[src/osc_pkg.sv]
// Package with register map, field layout and state types of the oscillator control block.
package osc_pkg;

  // ---------------------------------------------------------------
  // Register byte offsets
  // ---------------------------------------------------------------
  localparam logic [7:0] OFF_CTRL = 8'h00;
  localparam logic [7:0] OFF_KEY  = 8'h04;
  localparam logic [7:0] OFF_STAT = 8'h08;
  localparam logic [7:0] OFF_CLR  = 8'h0c;
  localparam logic [7:0] OFF_EN   = 8'h10;

  // Unlock keys, values are arbitrary.
  localparam logic [31:0] KEY_FIRST  = 32'haa996655;
  localparam logic [31:0] KEY_SECOND = 32'h556699aa;

  // ---------------------------------------------------------------
  // Control register fields
  // ---------------------------------------------------------------
  localparam int MULT_LO    = 16;
  localparam int CUR_LO     = 12;
  localparam int REQ_LO     = 8;
  localparam int LOCK_B     = 7;
  localparam int USB_LOCK_B = 6;
  localparam int SYS_LOCK_B = 5;
  localparam int SLP_B      = 4;
  localparam int FAIL_B     = 3;

  // Interrupt status bits.
  localparam int IRQ_W       = 4;
  localparam int IRQ_FAIL    = 0;
  localparam int IRQ_SWITCH  = 1;
  localparam int IRQ_SYSLOCK = 2;
  localparam int IRQ_BADKEY  = 3;

  // Cycle after reset release at which the synchronised configuration is valid.
  localparam logic [1:0] CFG_LOAD = 2'h2;
  localparam logic [1:0] CFG_DONE = 2'h3;

  typedef enum logic [1:0] {
    ULK_IDLE = 2'b00,
    ULK_HALF = 2'b01,
    ULK_OPEN = 2'b10
  } osc_ulk_e;

  typedef struct packed {
    logic       fail;
    logic       sys_lock;
    logic       usb_lock;
    logic       ack;
    logic [2:0] cfg_src;
    logic [1:0] cfg_swmon;
  } osc_sync_s;

  typedef struct packed {
    osc_sync_s          sync1;
    osc_sync_s          sync2;
    logic [1:0]         init_cnt;
    logic [2:0]         mult;
    logic [4:0]         factor;
    logic [2:0]         cur;
    logic [2:0]         req;
    logic               lock;
    logic               slp;
    logic               fail_flag;
    osc_ulk_e           ulk;
    logic               sw_req;
    logic               sys_lock_d;
    logic [IRQ_W-1:0]   irq_st;
    logic [IRQ_W-1:0]   irq_en;
    logic               irq;
    logic               pready;
    logic               pslverr;
    logic [31:0]        prdata;
    logic               sleep_req;
    logic               idle_req;
  } osc_state_s;

endpackage

[src/osc_ctrl.sv]
// Oscillator control register block with unlock guard, clock switch handshake and APB slave.
//
// Functional notes
// - Multiplier field selects factor 15..21, 24.
// - Current source field reports active clock.
// - Requested source field names switch target.
// - Reset loads requested source from configuration.
// - Lock bit freezes selections when switching disabled.
// - Switching enabled means selections never locked.
// - USB PLL lock bit mirrors lock status.
// - System PLL lock bit mirrors lock status.
// - Wait enters Sleep or Idle per bit.
// - Clock fail flag set on monitor failure.
// - Control writes need prior unlock sequence.
// - Bits 15 and 11 read zero.
//
// Added by the designer: the APB register port and the address map.
`timescale 1ns/1ps

module osc_ctrl (
  // Clock and reset
  input  wire logic        pclk,
  input  wire logic        presetn,
  // APB slave
  input  wire logic        psel,
  input  wire logic        penable,
  input  wire logic        pwrite,
  input  wire logic [7:0]  paddr,
  input  wire logic [31:0] pwdata,
  output logic      [31:0] prdata,
  output logic             pready,
  output logic             pslverr,
  // Configuration word fields
  input  wire logic [2:0]  initial_source_config,
  input  wire logic [1:0]  switch_monitor_config,
  // Oscillator and monitor status, asynchronous
  input  wire logic        clk_fail_detect,
  input  wire logic        sys_pll_lock_raw,
  input  wire logic        usb_pll_lock_raw,
  input  wire logic        switch_done,
  // Core
  input  wire logic        wait_exec,
  // Clock system controls
  output logic      [2:0]  pll_multiplier_select,
  output logic      [4:0]  pll_mult_factor,
  output logic      [2:0]  requested_source_select,
  output logic      [2:0]  current_source_select,
  output logic             switch_request,
  output logic             sleep_req,
  output logic             idle_req,
  output logic             irq
);

  // ---------------------------------------------------------------
  // Decoding helpers
  // ---------------------------------------------------------------
  function automatic logic addr_hit(input logic [7:0] a);
    addr_hit = (a == osc_pkg::OFF_CTRL) || (a == osc_pkg::OFF_KEY) || (a == osc_pkg::OFF_STAT) ||
               (a == osc_pkg::OFF_CLR) || (a == osc_pkg::OFF_EN);
  endfunction

  function automatic logic [4:0] mult_factor(input logic [2:0] m);
    case (m)
      3'h0: mult_factor = 5'h0f;
      3'h1: mult_factor = 5'h10;
      3'h2: mult_factor = 5'h11;
      3'h3: mult_factor = 5'h12;
      3'h4: mult_factor = 5'h13;
      3'h5: mult_factor = 5'h14;
      3'h6: mult_factor = 5'h15;
      default: mult_factor = 5'h18;
    endcase
  endfunction

  osc_pkg::osc_state_s s;
  osc_pkg::osc_state_s n;

  // ---------------------------------------------------------------
  // Next state
  // ---------------------------------------------------------------
  always_comb begin
    logic                     frozen;
    logic                     acc;
    logic                     wr_ctrl;
    logic                     wr_key;
    logic [osc_pkg::IRQ_W-1:0] ev;
    logic [osc_pkg::IRQ_W-1:0] clr;
    logic [31:0]              rd;
    frozen  = 1'b0;
    acc     = psel & penable & s.pready;
    wr_ctrl = acc & pwrite & (paddr == osc_pkg::OFF_CTRL);
    wr_key  = acc & pwrite & (paddr == osc_pkg::OFF_KEY);
    ev      = '0;
    clr     = '0;
    rd      = 32'h00000000;
    n       = s;

    // Second stage alone reads the first.
    // Status pins are asynchronous; a first-stage value may still be settling.
    n.sync1 = {clk_fail_detect, sys_pll_lock_raw, usb_pll_lock_raw, switch_done,
               initial_source_config, switch_monitor_config};
    n.sync2 = s.sync1;

    if (s.init_cnt != osc_pkg::CFG_DONE) begin
      n.init_cnt = s.init_cnt + 2'h1;
      if (s.init_cnt == osc_pkg::CFG_LOAD) begin
        n.req = s.sync2.cfg_src;
        n.cur = s.sync2.cfg_src;
      end
    end

    frozen = s.sync2.cfg_swmon[1] & s.lock;

    if (wr_key) begin
      case (s.ulk)
        osc_pkg::ULK_IDLE: n.ulk = (pwdata == osc_pkg::KEY_FIRST) ? osc_pkg::ULK_HALF : osc_pkg::ULK_IDLE;
        osc_pkg::ULK_HALF: begin
          n.ulk = (pwdata == osc_pkg::KEY_SECOND) ? osc_pkg::ULK_OPEN : osc_pkg::ULK_IDLE;
          ev[osc_pkg::IRQ_BADKEY] = (pwdata != osc_pkg::KEY_SECOND);
        end
        osc_pkg::ULK_OPEN: n.ulk = osc_pkg::ULK_OPEN;
        default: n.ulk = osc_pkg::ULK_IDLE;
      endcase
    end

    // accept control write only when open
    if (wr_ctrl) begin
      if (s.ulk == osc_pkg::ULK_OPEN) begin
        // One write closes the guard again, so a stray store later cannot land.
        n.ulk = osc_pkg::ULK_IDLE;
        n.slp = pwdata[osc_pkg::SLP_B];
        if (!pwdata[osc_pkg::FAIL_B]) begin
          n.fail_flag = 1'b0;
        end
        if (!frozen) begin
          n.mult = pwdata[osc_pkg::MULT_LO +: 3];
          n.req  = pwdata[osc_pkg::REQ_LO +: 3];
          n.lock = pwdata[osc_pkg::LOCK_B];
        end
      end else begin
        ev[osc_pkg::IRQ_BADKEY] = 1'b1;
      end
    end

    // fail flag, a new failure beats a clear
    if (s.sync2.fail) begin
      n.fail_flag = 1'b1;
      ev[osc_pkg::IRQ_FAIL] = 1'b1;
    end

    n.factor = mult_factor(n.mult);

    if (s.sw_req && s.sync2.ack) begin
      n.cur    = s.req;
      n.sw_req = 1'b0;
      ev[osc_pkg::IRQ_SWITCH] = 1'b1;
    end else if (!s.sw_req && !s.sync2.ack && s.init_cnt == osc_pkg::CFG_DONE && s.req != s.cur) begin
      n.sw_req = 1'b1;
    end

    n.sys_lock_d = s.sync2.sys_lock;
    ev[osc_pkg::IRQ_SYSLOCK] = s.sync2.sys_lock & ~s.sys_lock_d;

    n.sleep_req = wait_exec & s.slp;
    n.idle_req  = wait_exec & ~s.slp;

    // Register writes of the interrupt group.
    if (acc && pwrite && paddr == osc_pkg::OFF_CLR) begin
      clr = pwdata[osc_pkg::IRQ_W-1:0];
    end
    if (acc && pwrite && paddr == osc_pkg::OFF_EN) begin
      n.irq_en = pwdata[osc_pkg::IRQ_W-1:0];
    end
    // Set wins over a simultaneous clear.
    n.irq_st = (s.irq_st & ~clr) | ev;
    n.irq    = |(n.irq_st & n.irq_en);

    case (paddr)
      osc_pkg::OFF_CTRL: begin
        rd[osc_pkg::MULT_LO +: 3] = s.mult;
        rd[osc_pkg::CUR_LO +: 3]  = s.cur;
        rd[osc_pkg::REQ_LO +: 3]  = s.req;
        rd[osc_pkg::LOCK_B]       = s.lock;
        rd[osc_pkg::USB_LOCK_B]   = s.sync2.usb_lock;
        rd[osc_pkg::SYS_LOCK_B]   = s.sync2.sys_lock;
        rd[osc_pkg::SLP_B]        = s.slp;
        rd[osc_pkg::FAIL_B]       = s.fail_flag;
      end
      osc_pkg::OFF_STAT: rd[osc_pkg::IRQ_W-1:0] = s.irq_st;
      osc_pkg::OFF_EN:   rd[osc_pkg::IRQ_W-1:0] = s.irq_en;
      default:           rd = 32'h00000000;
    endcase

    // Answer one cycle after setup, no wait states.
    n.pready  = psel & ~penable;
    n.pslverr = psel & ~penable & ~addr_hit(paddr);
    if (psel && !penable) begin
      n.prdata = rd;
    end
  end

  // ---------------------------------------------------------------
  // State register
  // ---------------------------------------------------------------
  always_ff @(posedge pclk or negedge presetn) begin
    if (!presetn) begin
      s <= '0;
      // Field zero selects factor 15, so the decoded output starts there too.
      s.factor <= 5'h0f;
    end else begin
      s <= n;
    end
  end

  assign prdata                  = s.prdata;
  assign pready                  = s.pready;
  assign pslverr                 = s.pslverr;
  assign pll_multiplier_select   = s.mult;
  assign pll_mult_factor         = s.factor;
  assign requested_source_select = s.req;
  assign current_source_select   = s.cur;
  assign switch_request          = s.sw_req;
  assign sleep_req               = s.sleep_req;
  assign idle_req                = s.idle_req;
  assign irq                     = s.irq;

  // ---------------------------------------------------------------
  // Assertions
  // ---------------------------------------------------------------
  mult_factor_a: assert property (@(posedge pclk) disable iff (!presetn)
    (s.mult == 3'h7) |-> (s.factor == 5'h18)) else $error("Multiplier 7 does not give 24.");

  cur_switch_a: assert property (@(posedge pclk) disable iff (!presetn)
    (s.init_cnt == osc_pkg::CFG_DONE && $past(s.init_cnt) == osc_pkg::CFG_DONE && $changed(s.cur))
    |-> ($past(s.sw_req) && $past(s.sync2.ack)))
    else $error("Current source changed without a finished switch.");

  cfg_load_a: assert property (@(posedge pclk) disable iff (!presetn)
    (s.init_cnt == osc_pkg::CFG_LOAD) |=> (s.req == $past(s.sync2.cfg_src)))
    else $error("Requested source not loaded from configuration.");

  lock_freeze_a: assert property (@(posedge pclk) disable iff (!presetn)
    (psel && penable && s.pready && pwrite && paddr == osc_pkg::OFF_CTRL && s.lock && s.sync2.cfg_swmon[1])
    |=> $stable(s.req) && $stable(s.mult)) else $error("Locked selection was modified.");

  never_lock_a: assert property (@(posedge pclk) disable iff (!presetn)
    (psel && penable && s.pready && pwrite && paddr == osc_pkg::OFF_CTRL && s.ulk == osc_pkg::ULK_OPEN
     && !s.sync2.cfg_swmon[1] && s.init_cnt == osc_pkg::CFG_DONE)
    |=> (s.req == $past(pwdata[10:8]))) else $error("Selection locked while switching enabled.");

  unlock_gate_a: assert property (@(posedge pclk) disable iff (!presetn)
    (psel && penable && s.pready && pwrite && paddr == osc_pkg::OFF_CTRL && s.ulk != osc_pkg::ULK_OPEN)
    |=> $stable(s.slp) && $stable(s.lock)) else $error("Control write taken without unlock.");

  sleep_pick_a: assert property (@(posedge pclk) disable iff (!presetn)
    wait_exec |=> (sleep_req == $past(s.slp)) && (idle_req == !$past(s.slp)))
    else $error("Wait mode choice wrong.");

  fail_flag_a: assert property (@(posedge pclk) disable iff (!presetn)
    s.sync2.fail |=> s.fail_flag && s.irq_st[osc_pkg::IRQ_FAIL]) else $error("Clock failure not flagged.");

  zero_bits_a: assert property (@(posedge pclk) disable iff (!presetn)
    (s.pready && paddr == osc_pkg::OFF_CTRL) |-> (prdata[15] == 1'b0 && prdata[11] == 1'b0 && prdata[31:19] == 13'h0))
    else $error("Unimplemented bits read non-zero.");

  sys_lock_a: assert property (@(posedge pclk) disable iff (!presetn)
    (psel && !penable && paddr == osc_pkg::OFF_CTRL) |=> (prdata[osc_pkg::SYS_LOCK_B] == $past(s.sync2.sys_lock)))
    else $error("System PLL lock readback wrong.");

  usb_lock_a: assert property (@(posedge pclk) disable iff (!presetn)
    (psel && !penable && paddr == osc_pkg::OFF_CTRL) |=> (prdata[osc_pkg::USB_LOCK_B] == $past(s.sync2.usb_lock)))
    else $error("USB PLL lock readback wrong.");

  cur_read_a: assert property (@(posedge pclk) disable iff (!presetn)
    (psel && !penable && paddr == osc_pkg::OFF_CTRL) |=> (prdata[osc_pkg::CUR_LO +: 3] == $past(s.cur)))
    else $error("Current source readback wrong.");

  key_open_a: assert property (@(posedge pclk) disable iff (!presetn)
    (psel && penable && s.pready && pwrite && paddr == osc_pkg::OFF_KEY && s.ulk == osc_pkg::ULK_HALF
     && pwdata == osc_pkg::KEY_SECOND) |=> (s.ulk == osc_pkg::ULK_OPEN))
    else $error("Correct key pair did not open the guard.");

  // The request must stand until the switcher answers, or the source could change twice.
  switch_hold_a: assert property (@(posedge pclk) disable iff (!presetn)
    (s.sw_req && !s.sync2.ack) |=> s.sw_req)
    else $error("Switch request dropped before its answer.");

  switch_target_a: assert property (@(posedge pclk) disable iff (!presetn)
    (s.sw_req && s.sync2.ack) |=> (s.cur == $past(s.req)))
    else $error("Switch did not land on the requested source.");

endmodule // osc_ctrl

[config.mk]
export PLATFORM = sky130hd
export DESIGN_NAME = osc_ctrl
export DESIGN_NICKNAME = d
export VERILOG_FILES = /design/src/osc_pkg.sv /design/src/osc_ctrl.sv
export SDC_FILE = /design/constraint.sdc
export NUM_CORES = 1
export LEC_CHECK = 0
export BUFFER_PORTS_ARGS = -buffer_cell sky130_fd_sc_hd__buf_2
export CAP_MARGIN = 20
export CELL_PAD_IN_SITES_DETAIL_PLACEMENT = 1
export CELL_PAD_IN_SITES_GLOBAL_PLACEMENT = 2
export CORE_MARGIN = 8
export CORE_UTILIZATION = 31
export CTS_CLUSTER_DIAMETER = 150
export DETAILED_ROUTE_END_ITERATION = 12
export PLACE_DENSITY = 0.79
export SYNTH_ARGS = -nofsm -noshare
export SYNTH_HDL_FRONTEND = slang
export SYNTH_SLANG_ARGS = --single-unit
[constraint.sdc]
create_clock -name pclk -period 2.2 [get_ports pclk]
set_input_delay 0.22 -clock pclk [delete_from_list [all_inputs] [get_ports pclk]]
set_output_delay 0.22 -clock pclk [all_outputs]
set_load 0.02 [all_outputs]
Yosys cells after proc, flatten, opt, wreduce, memory -nomap -nowiden
Index checks and enable logic that the tools add are counted.
{"block": "totals", "ff_bits": 71, "latchBits": 0, "ramBits": 0, "romBits": 0, "in_bits": 55, "out_inout_bits": 52, "word_cells": 131, "n_memories": 0}
{"block": "op_classes", "add_sub_neg": 1, "n_mul": 0, "div": 0, "order_cmp": 0, "eq_ne": 20, "n_shift": 0, "n_mux": 31, "n_bitwise": 20, "reduce_logical": 28}
{"operator": "5-bit case mux with 7 select lines", "n": 1}
{"operator": "32-bit by 31-bit equality test with 1-bit output (second input constant)", "n": 1}
{"operator": "32-bit equality test (second input constant)", "n": 1}
{"operator": "32-bit by 31-bit != test with 1-bit output (second input constant)", "n": 1}
{"operator": "3-bit two-way mux", "n": 6}
{"operator": "8-bit by 4-bit equality test with 1-bit output (second input constant)", "n": 2}
{"operator": "8-bit two-way mux", "n": 2}
{"operator": "4-bit two-way mux", "n": 3}
{"operator": "6-bit two-way mux", "n": 2}
{"operator": "1-bit bitwise AND", "n": 11}
{"operator": "1-bit two-way mux", "n": 11}
{"operator": "2-bit nonzero test", "n": 5}
{"operator": "3-bit equality test (second input constant)", "n": 3}
{"operator": "4-bit bitwise AND", "n": 2}
{"operator": "8-bit by 3-bit equality test with 1-bit output (second input constant)", "n": 1}
{"operator": "8-bit by 5-bit equality test with 1-bit output (second input constant)", "n": 1}
{"operator": "1-bit logical AND", "n": 8}
{"operator": "8-bit zero test", "n": 1}
{"operator": "7-bit two-way mux", "n": 1}
{"operator": "2-bit equality test (second input constant)", "n": 3}
{"operator": "3-bit by 2-bit equality test with 1-bit output (second input constant)", "n": 2}
{"operator": "2-bit case mux with 3 select lines", "n": 1}
{"operator": "3-bit case mux with 2 select lines", "n": 1}
{"operator": "3-bit AND reduction", "n": 2}
{"operator": "other kinds (17)", "n": 28}

Longest topological paths before layout
Gate-level depths: netlist (run 1).
{"block": "logic_depth", "depth_word": 10, "depth_mapped": 7, "depth_no_buf": 6}

Worst setup path before layout (run 1)
Ideal clock, no wire load.
{"block": "synth_timing", "path_kind": "input to register", "startpoint": "input port paddr[1]", "endpoint": "register s, in the netlist irq", "t_arrival_ps": 2070, "t_required_ps": 2071, "path_slack_ps": 1, "stages": 6, "n_path_buf": 1, "path_cell_list": "or4_1 buf_2 or4_4 a2bb2oi_1 and2_0 a2111o_1"}
{"element": "start: declaration", "line": "osc_ctrl.sv:28", "source": "input wire logic [7:0] paddr,"}
{"element": "end signal: assignment", "line": "osc_ctrl.sv:211", "source": "s <= n;"}
{"element": "end: declaration", "line": "osc_ctrl.sv:75", "source": "osc_pkg::osc_state_s s;"}

==> results of run 1 <==
==> worst max-delay path: cells and delay by family (launching register included) <==
family / cells / cell delay [ns]
AO/OA/AOI/OAI: 3 / 0.75
flip-flops: 1 / 0.34
AND/OR/NAND/NOR: 2 / 0.85
==> cell type report <==
cell class | count | area, um2
Clock buffer | 10 | 137.6
Clock inverter | 6 | 62.56
Fill cell | 1196 | 6346
Sequential cell | 69 | 1732
Tap cell | 136 | 170.2
Inverter | 9 | 33.78
Multi-Input combinational cell | 189 | 1167
Timing Repair Buffer | 109 | 628.1
==> logic make-up (layout without fill, tap and decap cells) <==
kind of cell / after synthesis / in the layout / share of synthesized area (%)
and+or+nand+nor: 106 / 106 / 18.70
DFF: 69 / 69 / 53.15
buffers and inverters: 63 / 134 / 12.63
AOI/OAI and AO/OA: 53 / 53 / 10.60
muxes: 8 / 8 / 2.688
xor gates and xnor gates: 5 / 5 / 1.344
adders and majority gates: 2 / 2 / 0.7679
other: 1 / 15 / 0.1151
==> Yosys cell counts, types with 4 or more instances <==
master	count	share of area (%)
nand2_1	26	3.0
dfstp_2	4	3.2
nor4_1	6	1.2
a21oi_1	19	2.9
inv_1	9	1.0
nor2b_1	4	0.77
mux2_2	6	2.1
a22oi_1	4	0.92
nor4b_1	6	1.6
dfrtp_1	65	50
buf_4	46	11
nor4bb_1	8	2.5
xnor2_1	4	1.1
o21ai_0	11	1.7
and2_1	5	0.96
nand4_1	5	0.96
nor3_1	6	0.92
a22o_1	13	3.5
nor2_1	17	2.0
clkbuf_1	6	0.69
nand2b_1	5	0.96
==> per-layer routing <==
layer	global-route usage (%)	share of wire (%)
met5	0	0
met3	3.284	5.4
met4	5.692	1.7
met1	15.57	44
met2	21.44	49
==> flip-flops by register name, indices dropped and copies added, names as in the netlist <==
register                 flops
requested_source_select      3
pll_multiplier_select        3
switch_request               1
s                           23
current_source_select        3
idle_req                     1
n                            9
prdata                      17
pll_mult_factor              5
pslverr                      1
pready                       1
sleep_req                    1
irq                          1
==> power groups by stage <==
| stage | Combinational (mW) | Clock [mW] | Sequential (mW) |
|---|---|---|---|
| floorplan | 0.152 | 0 | 1.35 |
| global placement | 0.250 | 0 | 1.35 |
| detailed placement | 0.253 | 0 | 1.35 |
| CTS | 0.267 | 1.08 | 1.33 |
| global route | 0.289 | 1.13 | 1.33 |
| finish | 0.261 | 1.03 | 1.33 |
==> path summary, 6_finish.rpt <==
path                           start            endpoint  slack [ns]  cells past startpoint
setup reg to reg              pready                 irq        0.15                      5
hold / removal             wait_exec           sleep_req        0.11                      2
max in group asynchronous    presetn  pll_mult_factor[0]        1.41                      3
hold reg to reg                n[74]               s[74]        0.35                      0
min in group asynchronous    presetn               n[76]        0.44                      3
setup / recovery              pready                 irq        0.15                      5
==> repair_timing <==
action / 4_1_cts / 5_1_grt
endpoints found under the hold margin: 73 / 0
hold buffers: 9 / 0
endpoints found under the setup margin: 0 / 1
==> flow_summary_export.csv, run 1 <==
group,metric,value,unit
pwr,clkPwrFrac,39.3,%
global_routing,grt_max_degree,70,
cells_and_area,final_cell_mix,"buf_2, dfrtp_1, nand2_1",
cells_and_area,finalInstanceArea,3931,um2
synthesis,synth.yosys.seq_area_share,53.15,%
synthesis,yosysUniqueCellTypes,42,
placement,dp_slack,-0.1743,ns
placement,dp_hpwl,6.838,mm
pwr,seq_power_share,50.7,%
clocking,cts_buffer_depth,2,
detailed_routing,wl_per_cell,16.63,um
pwr,power,2.623,mW
clocking,cts_tree,"built",
timing,hold_viol_final,0,
synthesis,synth_edf_count,0,
pwr,power.internal,1.958,mW
detailed_routing,finalWirelength,8.780,mm
timing,grt_setup_unrepaired,"no",
global_routing,grt_usage,12.93,%
floorplan,rows,37,
floorplan,die_height,118.5,um
floorplan,dieArea,14050,um2
clocking,cts-resized-gates,0,
synthesis,syn_area,3258,um2
critical_path,slowest_delay,0.62,ns
critical_path,startpoint_type,"flop",
synthesis,syn_area_per_cell,10.61,um2
detailed_routing,initialDrtViolationCount,110,
timing,setup_tns,0,ns
cells_and_area,num_antenna_cells,0,
timing,fin_crit,2.054,ns
cells_and_area,synthToLayoutAreaGrowth,20.66,%
critical_path,path_class,"reg -> reg",
flow_run,maxCapViolations,0,
timing,setup_violations,0,
pwr,ir_worst_vdd,0.0002467,V
clocking,clk_latency,0.34,ns
timing,fin_crit_sh,93.36,%
placement,dpl.cell_count,503,
critical_path,cp_max_fo,5,
cells_and_area,final_cell_count_no_fill,528,
clocking,clkTransAtPathRegs,0.08,ns
placement,gp_congestion,0.7619,
critical_path,cp.arrival,2.28,ns
synthesis,ys_ff_latch,69,
pwr,comb_power_share,10.0,%
pwr,switching_share,25.35,%
cells_and_area,fin_nets,444,
global_routing,antenna_found_initial,0,
run_status,status,"completed",
floorplan,design.core.area,10280,um2
global_routing,grt-ovfl-total,0,
detailed_routing,first_pass_iters,4,
cells_and_area,drive_gt1_share,32.65,%
timing,fin_hold_ws,0.1088,ns
clocking,post_cts_buffers,0,
timing,drv_slew,0,
critical_path,path_cells,"nand4_1, or4_4, o21ai_0, a21boi_0, a2111o_1",
pwr,powerDensity,667.3,nW/um2
detailed_routing,vias_per_cell,4.741,
floorplan,io_pins,107,
global_routing,grt_pass1_wl,14.63,mm
floorplan,fp.dieW,118.5,um
placement,port_buffers,90,
cells_and_area,utilization,38.25,%
synthesis,yosys_warnings,0,
cells_and_area,final_common_cell,"buf_2",
timing,worst_slack,0.1461,ns
timing,fin_skew,0.01015,ns
clocking,numCtsBuffers,9,
min_path,hold_class,"in -> reg",
timing,fmax,486.9,MHz
global_routing,grt_pass1_vias,2811,
synthesis,ys.flop_type,"dfrtp_1",
clocking,htreeDepth,3,
critical_path,slowest_stage,"or4_4",
synthesis,async_flop_share,100.0,%
floorplan,initial_core_util,31.70,%
critical_path,crit_path_end_kind,"flop",
synthesis,synthCells,307,
pwr,p_leak,1.931,nW
detailed_routing,vias,2503,
clocking,clock_sinks,69,
detailed_routing,drtAntennaViolNets,0,
placement,place_area,3641,um2
detailed_routing,drc_errors,0,
critical_path,crit_required,2.43,ns
pwr,p_sw,0.6651,mW
clocking,cts-root-buf,"clkbuf_8",
No activity file was read; power rests on OpenSTA's default activity.
==> inputs of run 2 (changes only) <==
CTS_CLUSTER_DIAMETER = 100   (was 150)
clock period = 2.3 ns   (was 2.2 ns; I/O delays follow)
==> run 2 against run 1 <==
  * Sequential power down 5%
  * Clock skew down 0.0011 ns
  * Cell count down 0.19%
  * Power up 3.8%
  * Clock-buffer cell count up 2
  * Critical endpoint unchanged
==> flow_summary_export.csv, run 2 (synthesis gave the netlist of run 1 again) <==
group,metric,value,unit
cells_and_area,drive_gt1_share,31.97,%
cells_and_area,final_common_cell,"buf_2",
timing,grt_setup_unrepaired,"no",
placement,dpl.cell_count,502,
timing,relSlewSlack,67.26,%
global_routing,antenna_found_initial,0,
clocking,hold_buffers,9,
critical_path,crit_path_end_kind,"flop",
timing,drv_slew,0,
global_routing,grt-ovfl-total,0,
clocking,clk_latency,0.35,ns
run_status,status,"completed",
floorplan,design.core.area,10280,um2
timing,fin_skew,0.009058,ns
detailed_routing,drtAntennaViolNets,0,
cells_and_area,register_area,1732,um2
detailed_routing,vias_per_cell,4.702,
flow_run,maxCapViolations,0,
cells_and_area,multi_input_area,1167,um2
detailed_routing,vias,2478,
pwr,ir_worst_vdd,0.0001992,V
clocking,post_cts_buffers,0,
clocking,cts_buffer_depth,2,
timing,hold_viol_final,0,
critical_path,startpoint_type,"flop",
cells_and_area,regMostFlops,"s",
timing,worst_pin_slew,0.4866,ns
floorplan,rows,37,
cells_and_area,largest_reg_flops,23,
cells_and_area,num_antenna_cells,0,
timing,setup_tns,0,ns
timing,fmax,491.5,MHz
critical_path,cp.arrival,2.27,ns
floorplan,initial_core_util,31.70,%
critical_path,crit_required,2.53,ns
critical_path,path_cells,"nand4_1, or4_4, o21ai_0, a21boi_0, a2111o_1",
global_routing,grt_pass1_wl,14.64,mm
global_routing,grt_max_degree,70,
cells_and_area,final_cell_count_no_fill,527,
global_routing,grt_pass1_vias,2783,
floorplan,die_height,118.5,um
critical_path,cp_max_fo,5,
placement,gp_congestion,0.7867,
cells_and_area,n_fill_cell,1221,
detailed_routing,wl_per_cell,16.68,um
clocking,cts-resized-gates,0,
floorplan,io_pins,107,
detailed_routing,first_pass_iters,4,
pwr,powerDensity,687.0,nW/um2
placement,dp_hpwl,6.820,mm
clocking,cts_tree,"built",
detailed_routing,finalWirelength,8.791,mm
cells_and_area,fin_nets,443,
placement,port_buffers,90,
floorplan,dieArea,14050,um2
pwr,power,2.723,mW
clocking,htreeDepth,3,
min_path,hold_class,"in -> reg",
timing,fin_crit_sh,88.46,%
clocking,clkTransAtPathRegs,0.08,ns
detailed_routing,drc_errors,0,
timing,setup_violations,0,
timing,fin_crit,2.035,ns
cells_and_area,finalInstanceArea,3964,um2
clocking,numCtsBuffers,9,
detailed_routing,initialDrtViolationCount,139,
clocking,cts-root-buf,"clkbuf_8",
clocking,clock_sinks,69,
critical_path,slowest_stage,"or4_4",
pwr,p_leak,1.940,nW
critical_path,slowest_delay,0.63,ns
cells_and_area,final_cell_mix,"buf_2, dfrtp_1, nand2_1",
critical_path,path_class,"reg -> reg",
floorplan,fp.dieW,118.5,um
cells_and_area,synthToLayoutAreaGrowth,21.66,%
placement,place_area,3633,um2
global_routing,grt_usage,13.03,%
-- run 2: cell types whose count changed in the layout (fill, tap and decap cells not counted) --
cell,previous run,this run
clkinv_4,2,0
clkinv_2,3,1
clkbuf_1,0,2
buf_4,9,8
bufinv_16,1,3
-- run 2: area by class of cell --
cell class / instances / share of cell area, %
Multi-Input combinational cell: 189 / 29.45
Sequential cell: 69 / 43.69
Clock inverter: 4 / 2.399
Timing Repair Buffer: 108 / 15.66
Tap cell: 136 / 4.293
Inverter: 9 / 0.8523
Clock buffer: 12 / 3.662
-- run 2: worst paths after layout --
path	from	endpoint	slack, ns	cells past startpoint
max reg2reg	pready	irq	0.27	5
max	pready	irq	0.27	5
min	wait_exec	idle_req	0.12	2
min reg2reg	n[74]	s[74]	0.35	0
min in group asynchronous	presetn	n[76]	0.41	3
max in group asynchronous	presetn	pll_mult_factor[0]	1.54	3
-- run 2: where the power goes --
| part | switching (mW) | internal (mW) |
|---|---|---|
| Sequential | 0.0255 | 1.25 |
| Clock | 0.451 | 0.749 |
| Combinational | 0.152 | 0.0978 |
-- run 2: per-stage QoR --
| step | setup WS [ns] | util (%) | hold WS [ns] |
|---|---|---|---|
| after global routing | 0.1027 | 38.57 | 0.1103 |
| after floorplan | 0.09130 | - | -0.06559 |
| after global placement | 0.003592 | 35.35 | 0.2797 |
| final | 0.2653 | 38.57 | 0.1234 |
| after detailed placement | -0.03848 | 35.35 | 0.2839 |
| after CTS | 0.2354 | 38.57 | 0.1072 |
-- run 2: routing by layer --
metal | global-route usage (%) | part of all wire [%]
met1 | 16.17 | 47
met2 | 21.09 | 48
met3 | 3.522 | 4.1
met4 | 5.296 | 1.4
met5 | 0 | 0
-- run 2: worst max-delay path, delay by kind of cell, from the launching register on --
| family | cells | cell delay (ns) |
|---|---|---|
| DFF | 1 | 0.34 |
| and+or+nand+nor | 2 | 0.87 |
| AOI/OAI and AO/OA | 3 | 0.73 |
==> inputs of run 3 (changes only) <==
CORE_UTILIZATION = 32   (was 31)
CTS_BUF_LIST = sky130_fd_sc_hd__clkbuf_2 sky130_fd_sc_hd__clkbuf_4 sky130_fd_sc_hd__clkbuf_8   (was default)
PLACE_DENSITY = 0.81   (was 0.79)
==> run 3 against run 2 <==
  * First-iteration DRC count shrank 19%
  * Cell count rose by 0.38%
  * Maximum frequency fell by 0.14%
  * Clock skew is 0.0028 ns higher
  * Die area shrank 2.7%
  * Core utilization is 0.29 points higher
  * Wire length grew 1.7%
  * Largest cell class unchanged
  * Largest power group unchanged
  * Highest routed layer unchanged
==> flow_summary_export.csv, run 3 (synthesis gave the netlist of run 1 again) <==
group,metric,value,unit
clocking,cts_tree,"built",
min_path,hold_path_startpoint,"wait_exec",
clocking,cts-root-buf,"clkbuf_8",
critical_path,crit_path_end_kind,"flop",
detailed_routing,drtAntennaViolNets,0,
detailed_routing,wl_per_cell,16.89,um
placement,dp_hpwl,7.011,mm
floorplan,design.core.area,10090,um2
timing,fmax,490.8,MHz
detailed_routing,finalWirelength,8.937,mm
floorplan,dieArea,13670,um2
pwr,comb_power_share,10.0,%
floorplan,io_pins,107,
pwr,seq_power_share,50.7,%
floorplan,die_height,116.9,um
critical_path,rr_startpoint,"pready",
detailed_routing,initialDrtViolationCount,112,
timing,grt_setup_unrepaired,"no",
detailed_routing,first_pass_iters,4,
pwr,power.internal,1.880,mW
timing,fin_skew,0.01190,ns
cells_and_area,drive_gt1_share,32.82,%
cells_and_area,num_antenna_cells,0,
cells_and_area,final_cell_mix,"buf_2, dfrtp_1, nand2_1",
pwr,ir_worst_vdd,0.0002172,V
clocking,cts-resized-gates,0,
critical_path,critPathBufInv,0,
cells_and_area,register_area,1732,um2
clocking,clkTransAtPathRegs,0.08,ns
clocking,htreeDepth,3,
floorplan,initial_core_util,32.28,%
detailed_routing,drc_errors,0,
placement,gp_congestion,0.7727,
global_routing,antenna_found_initial,0,
cells_and_area,n_fill_cell,1202,
critical_path,crit_family,"simple AND/OR/NAND/NOR gates",
cells_and_area,final_cell_count_no_fill,529,
clocking,numCtsBuffers,9,
global_routing,grt_pass1_vias,2778,
clocking,clk_latency,0.34,ns
critical_path,path_cells,"nand4_1, or4_4, a2bb2oi_1, and2_0, a2111o_1",
cells_and_area,synthToLayoutAreaGrowth,20.35,%
pwr,switching_share,25.00,%
global_routing,grt_pass1_wl,14.59,mm
timing,setup_tns,0,ns
cells_and_area,final_common_cell,"buf_2",
critical_path,slowest_stage,"or4_4",
timing,setup_violations,0,
flow_run,maxCapViolations,0,
global_routing,grt_usage,13.99,%
placement,port_buffers,90,
critical_path,slowest_delay,0.62,ns
run_status,status,"completed",
placement,dpl.cell_count,504,
critical_path,crit_required,2.53,ns
critical_path,critPathLaunch,"pready",
critical_path,cp.arrival,2.27,ns
timing,fin_crit,2.038,ns
timing,drv_slew,0,
pwr,clkPwrFrac,39.3,%
pwr,p_sw,0.6266,mW
cells_and_area,fin_nets,445,
cells_and_area,multi_input_area,1167,um2
timing,hold_viol_final,0,
detailed_routing,vias,2473,
clocking,clock_sinks,69,
min_path,hold_class,"in -> reg",
pwr,powerDensity,639.3,nW/um2
critical_path,path_class,"reg -> reg",
critical_path,startpoint_type,"flop",
timing,fin_hold_ws,0.1318,ns
timing,fin_crit_sh,88.59,%
floorplan,fp.dieW,116.9,um
global_routing,grt_max_degree,37,
global_routing,grt-ovfl-total,0,
cells_and_area,largest_reg_flops,23,
cells_and_area,regMostFlops,"s",
pwr,p_leak,1.930,nW
clocking,cts_buffer_depth,2,
critical_path,cp_max_fo,5,
detailed_routing,vias_per_cell,4.675,
floorplan,rows,37,
-- run 3: cell types whose count changed in the layout (fill, tap and decap cells not counted), sizes merged --
cell    before  now
bufinv       3    1
buf         99  101
clkinv       1    3
-- run 3: metal layers --
layer  track usage (%)  share of wire [%]
met4             5.461                1.3
met2             23.55                 49
met3             3.386                5.6
met1             16.91                 44
met5                 0                  0
-- run 3: final cells by class --
| type | instances | area share, % |
|---|---|---|
| multi-input cells | 189 | 29.77 |
| inverters | 9 | 0.8615 |
| clock buffers | 12 | 3.733 |
| clock inverters | 4 | 1.244 |
| repair buffers | 110 | 15.89 |
| flip-flops and latches | 69 | 44.16 |
| well taps | 136 | 4.339 |
-- run 3: worst paths after layout --
kind,endpoint,slack [ns],cells after the start
setup / recovery,irq,0.26,5
hold / removal,sleep_req,0.13,2
setup reg to reg,irq,0.26,5
hold reg to reg,s[72],0.35,0
max in group asynchronous,pll_mult_factor[0],1.38,3
min in group asynchronous,n[76],0.23,2
-- run 3: timing repair --
item / in CTS / in global routing
hold endpoints to repair: 41 / 0
setup buffers: 0 / 0
hold buffers: 9 / 0
-- run 3: metrics by stage --
step	util (%)	setup WS (ns)	area [um2]	power [mW]
after floorplan	-	0.09130	3311	1.441
after global placement	36.03	0.003757	3636	1.531
after detailed placement	36.03	-0.03435	3636	1.538
after CTS	38.85	0.2458	3921	2.544
after global routing	38.85	0.1192	3921	2.617
final	38.85	0.2624	3921	2.507
-- run 3: power groups by stage --
| stage | Combinational (mW) | Clock (mW) | Sequential (mW) |
|---|---|---|---|
| CTS | 0.255 | 1.02 | 1.27 |
| detailed placement | 0.242 | 0 | 1.30 |
| global route | 0.278 | 1.06 | 1.28 |
| global placement | 0.236 | 0 | 1.29 |
| floorplan | 0.146 | 0 | 1.29 |
| finish | 0.250 | 0.985 | 1.27 |
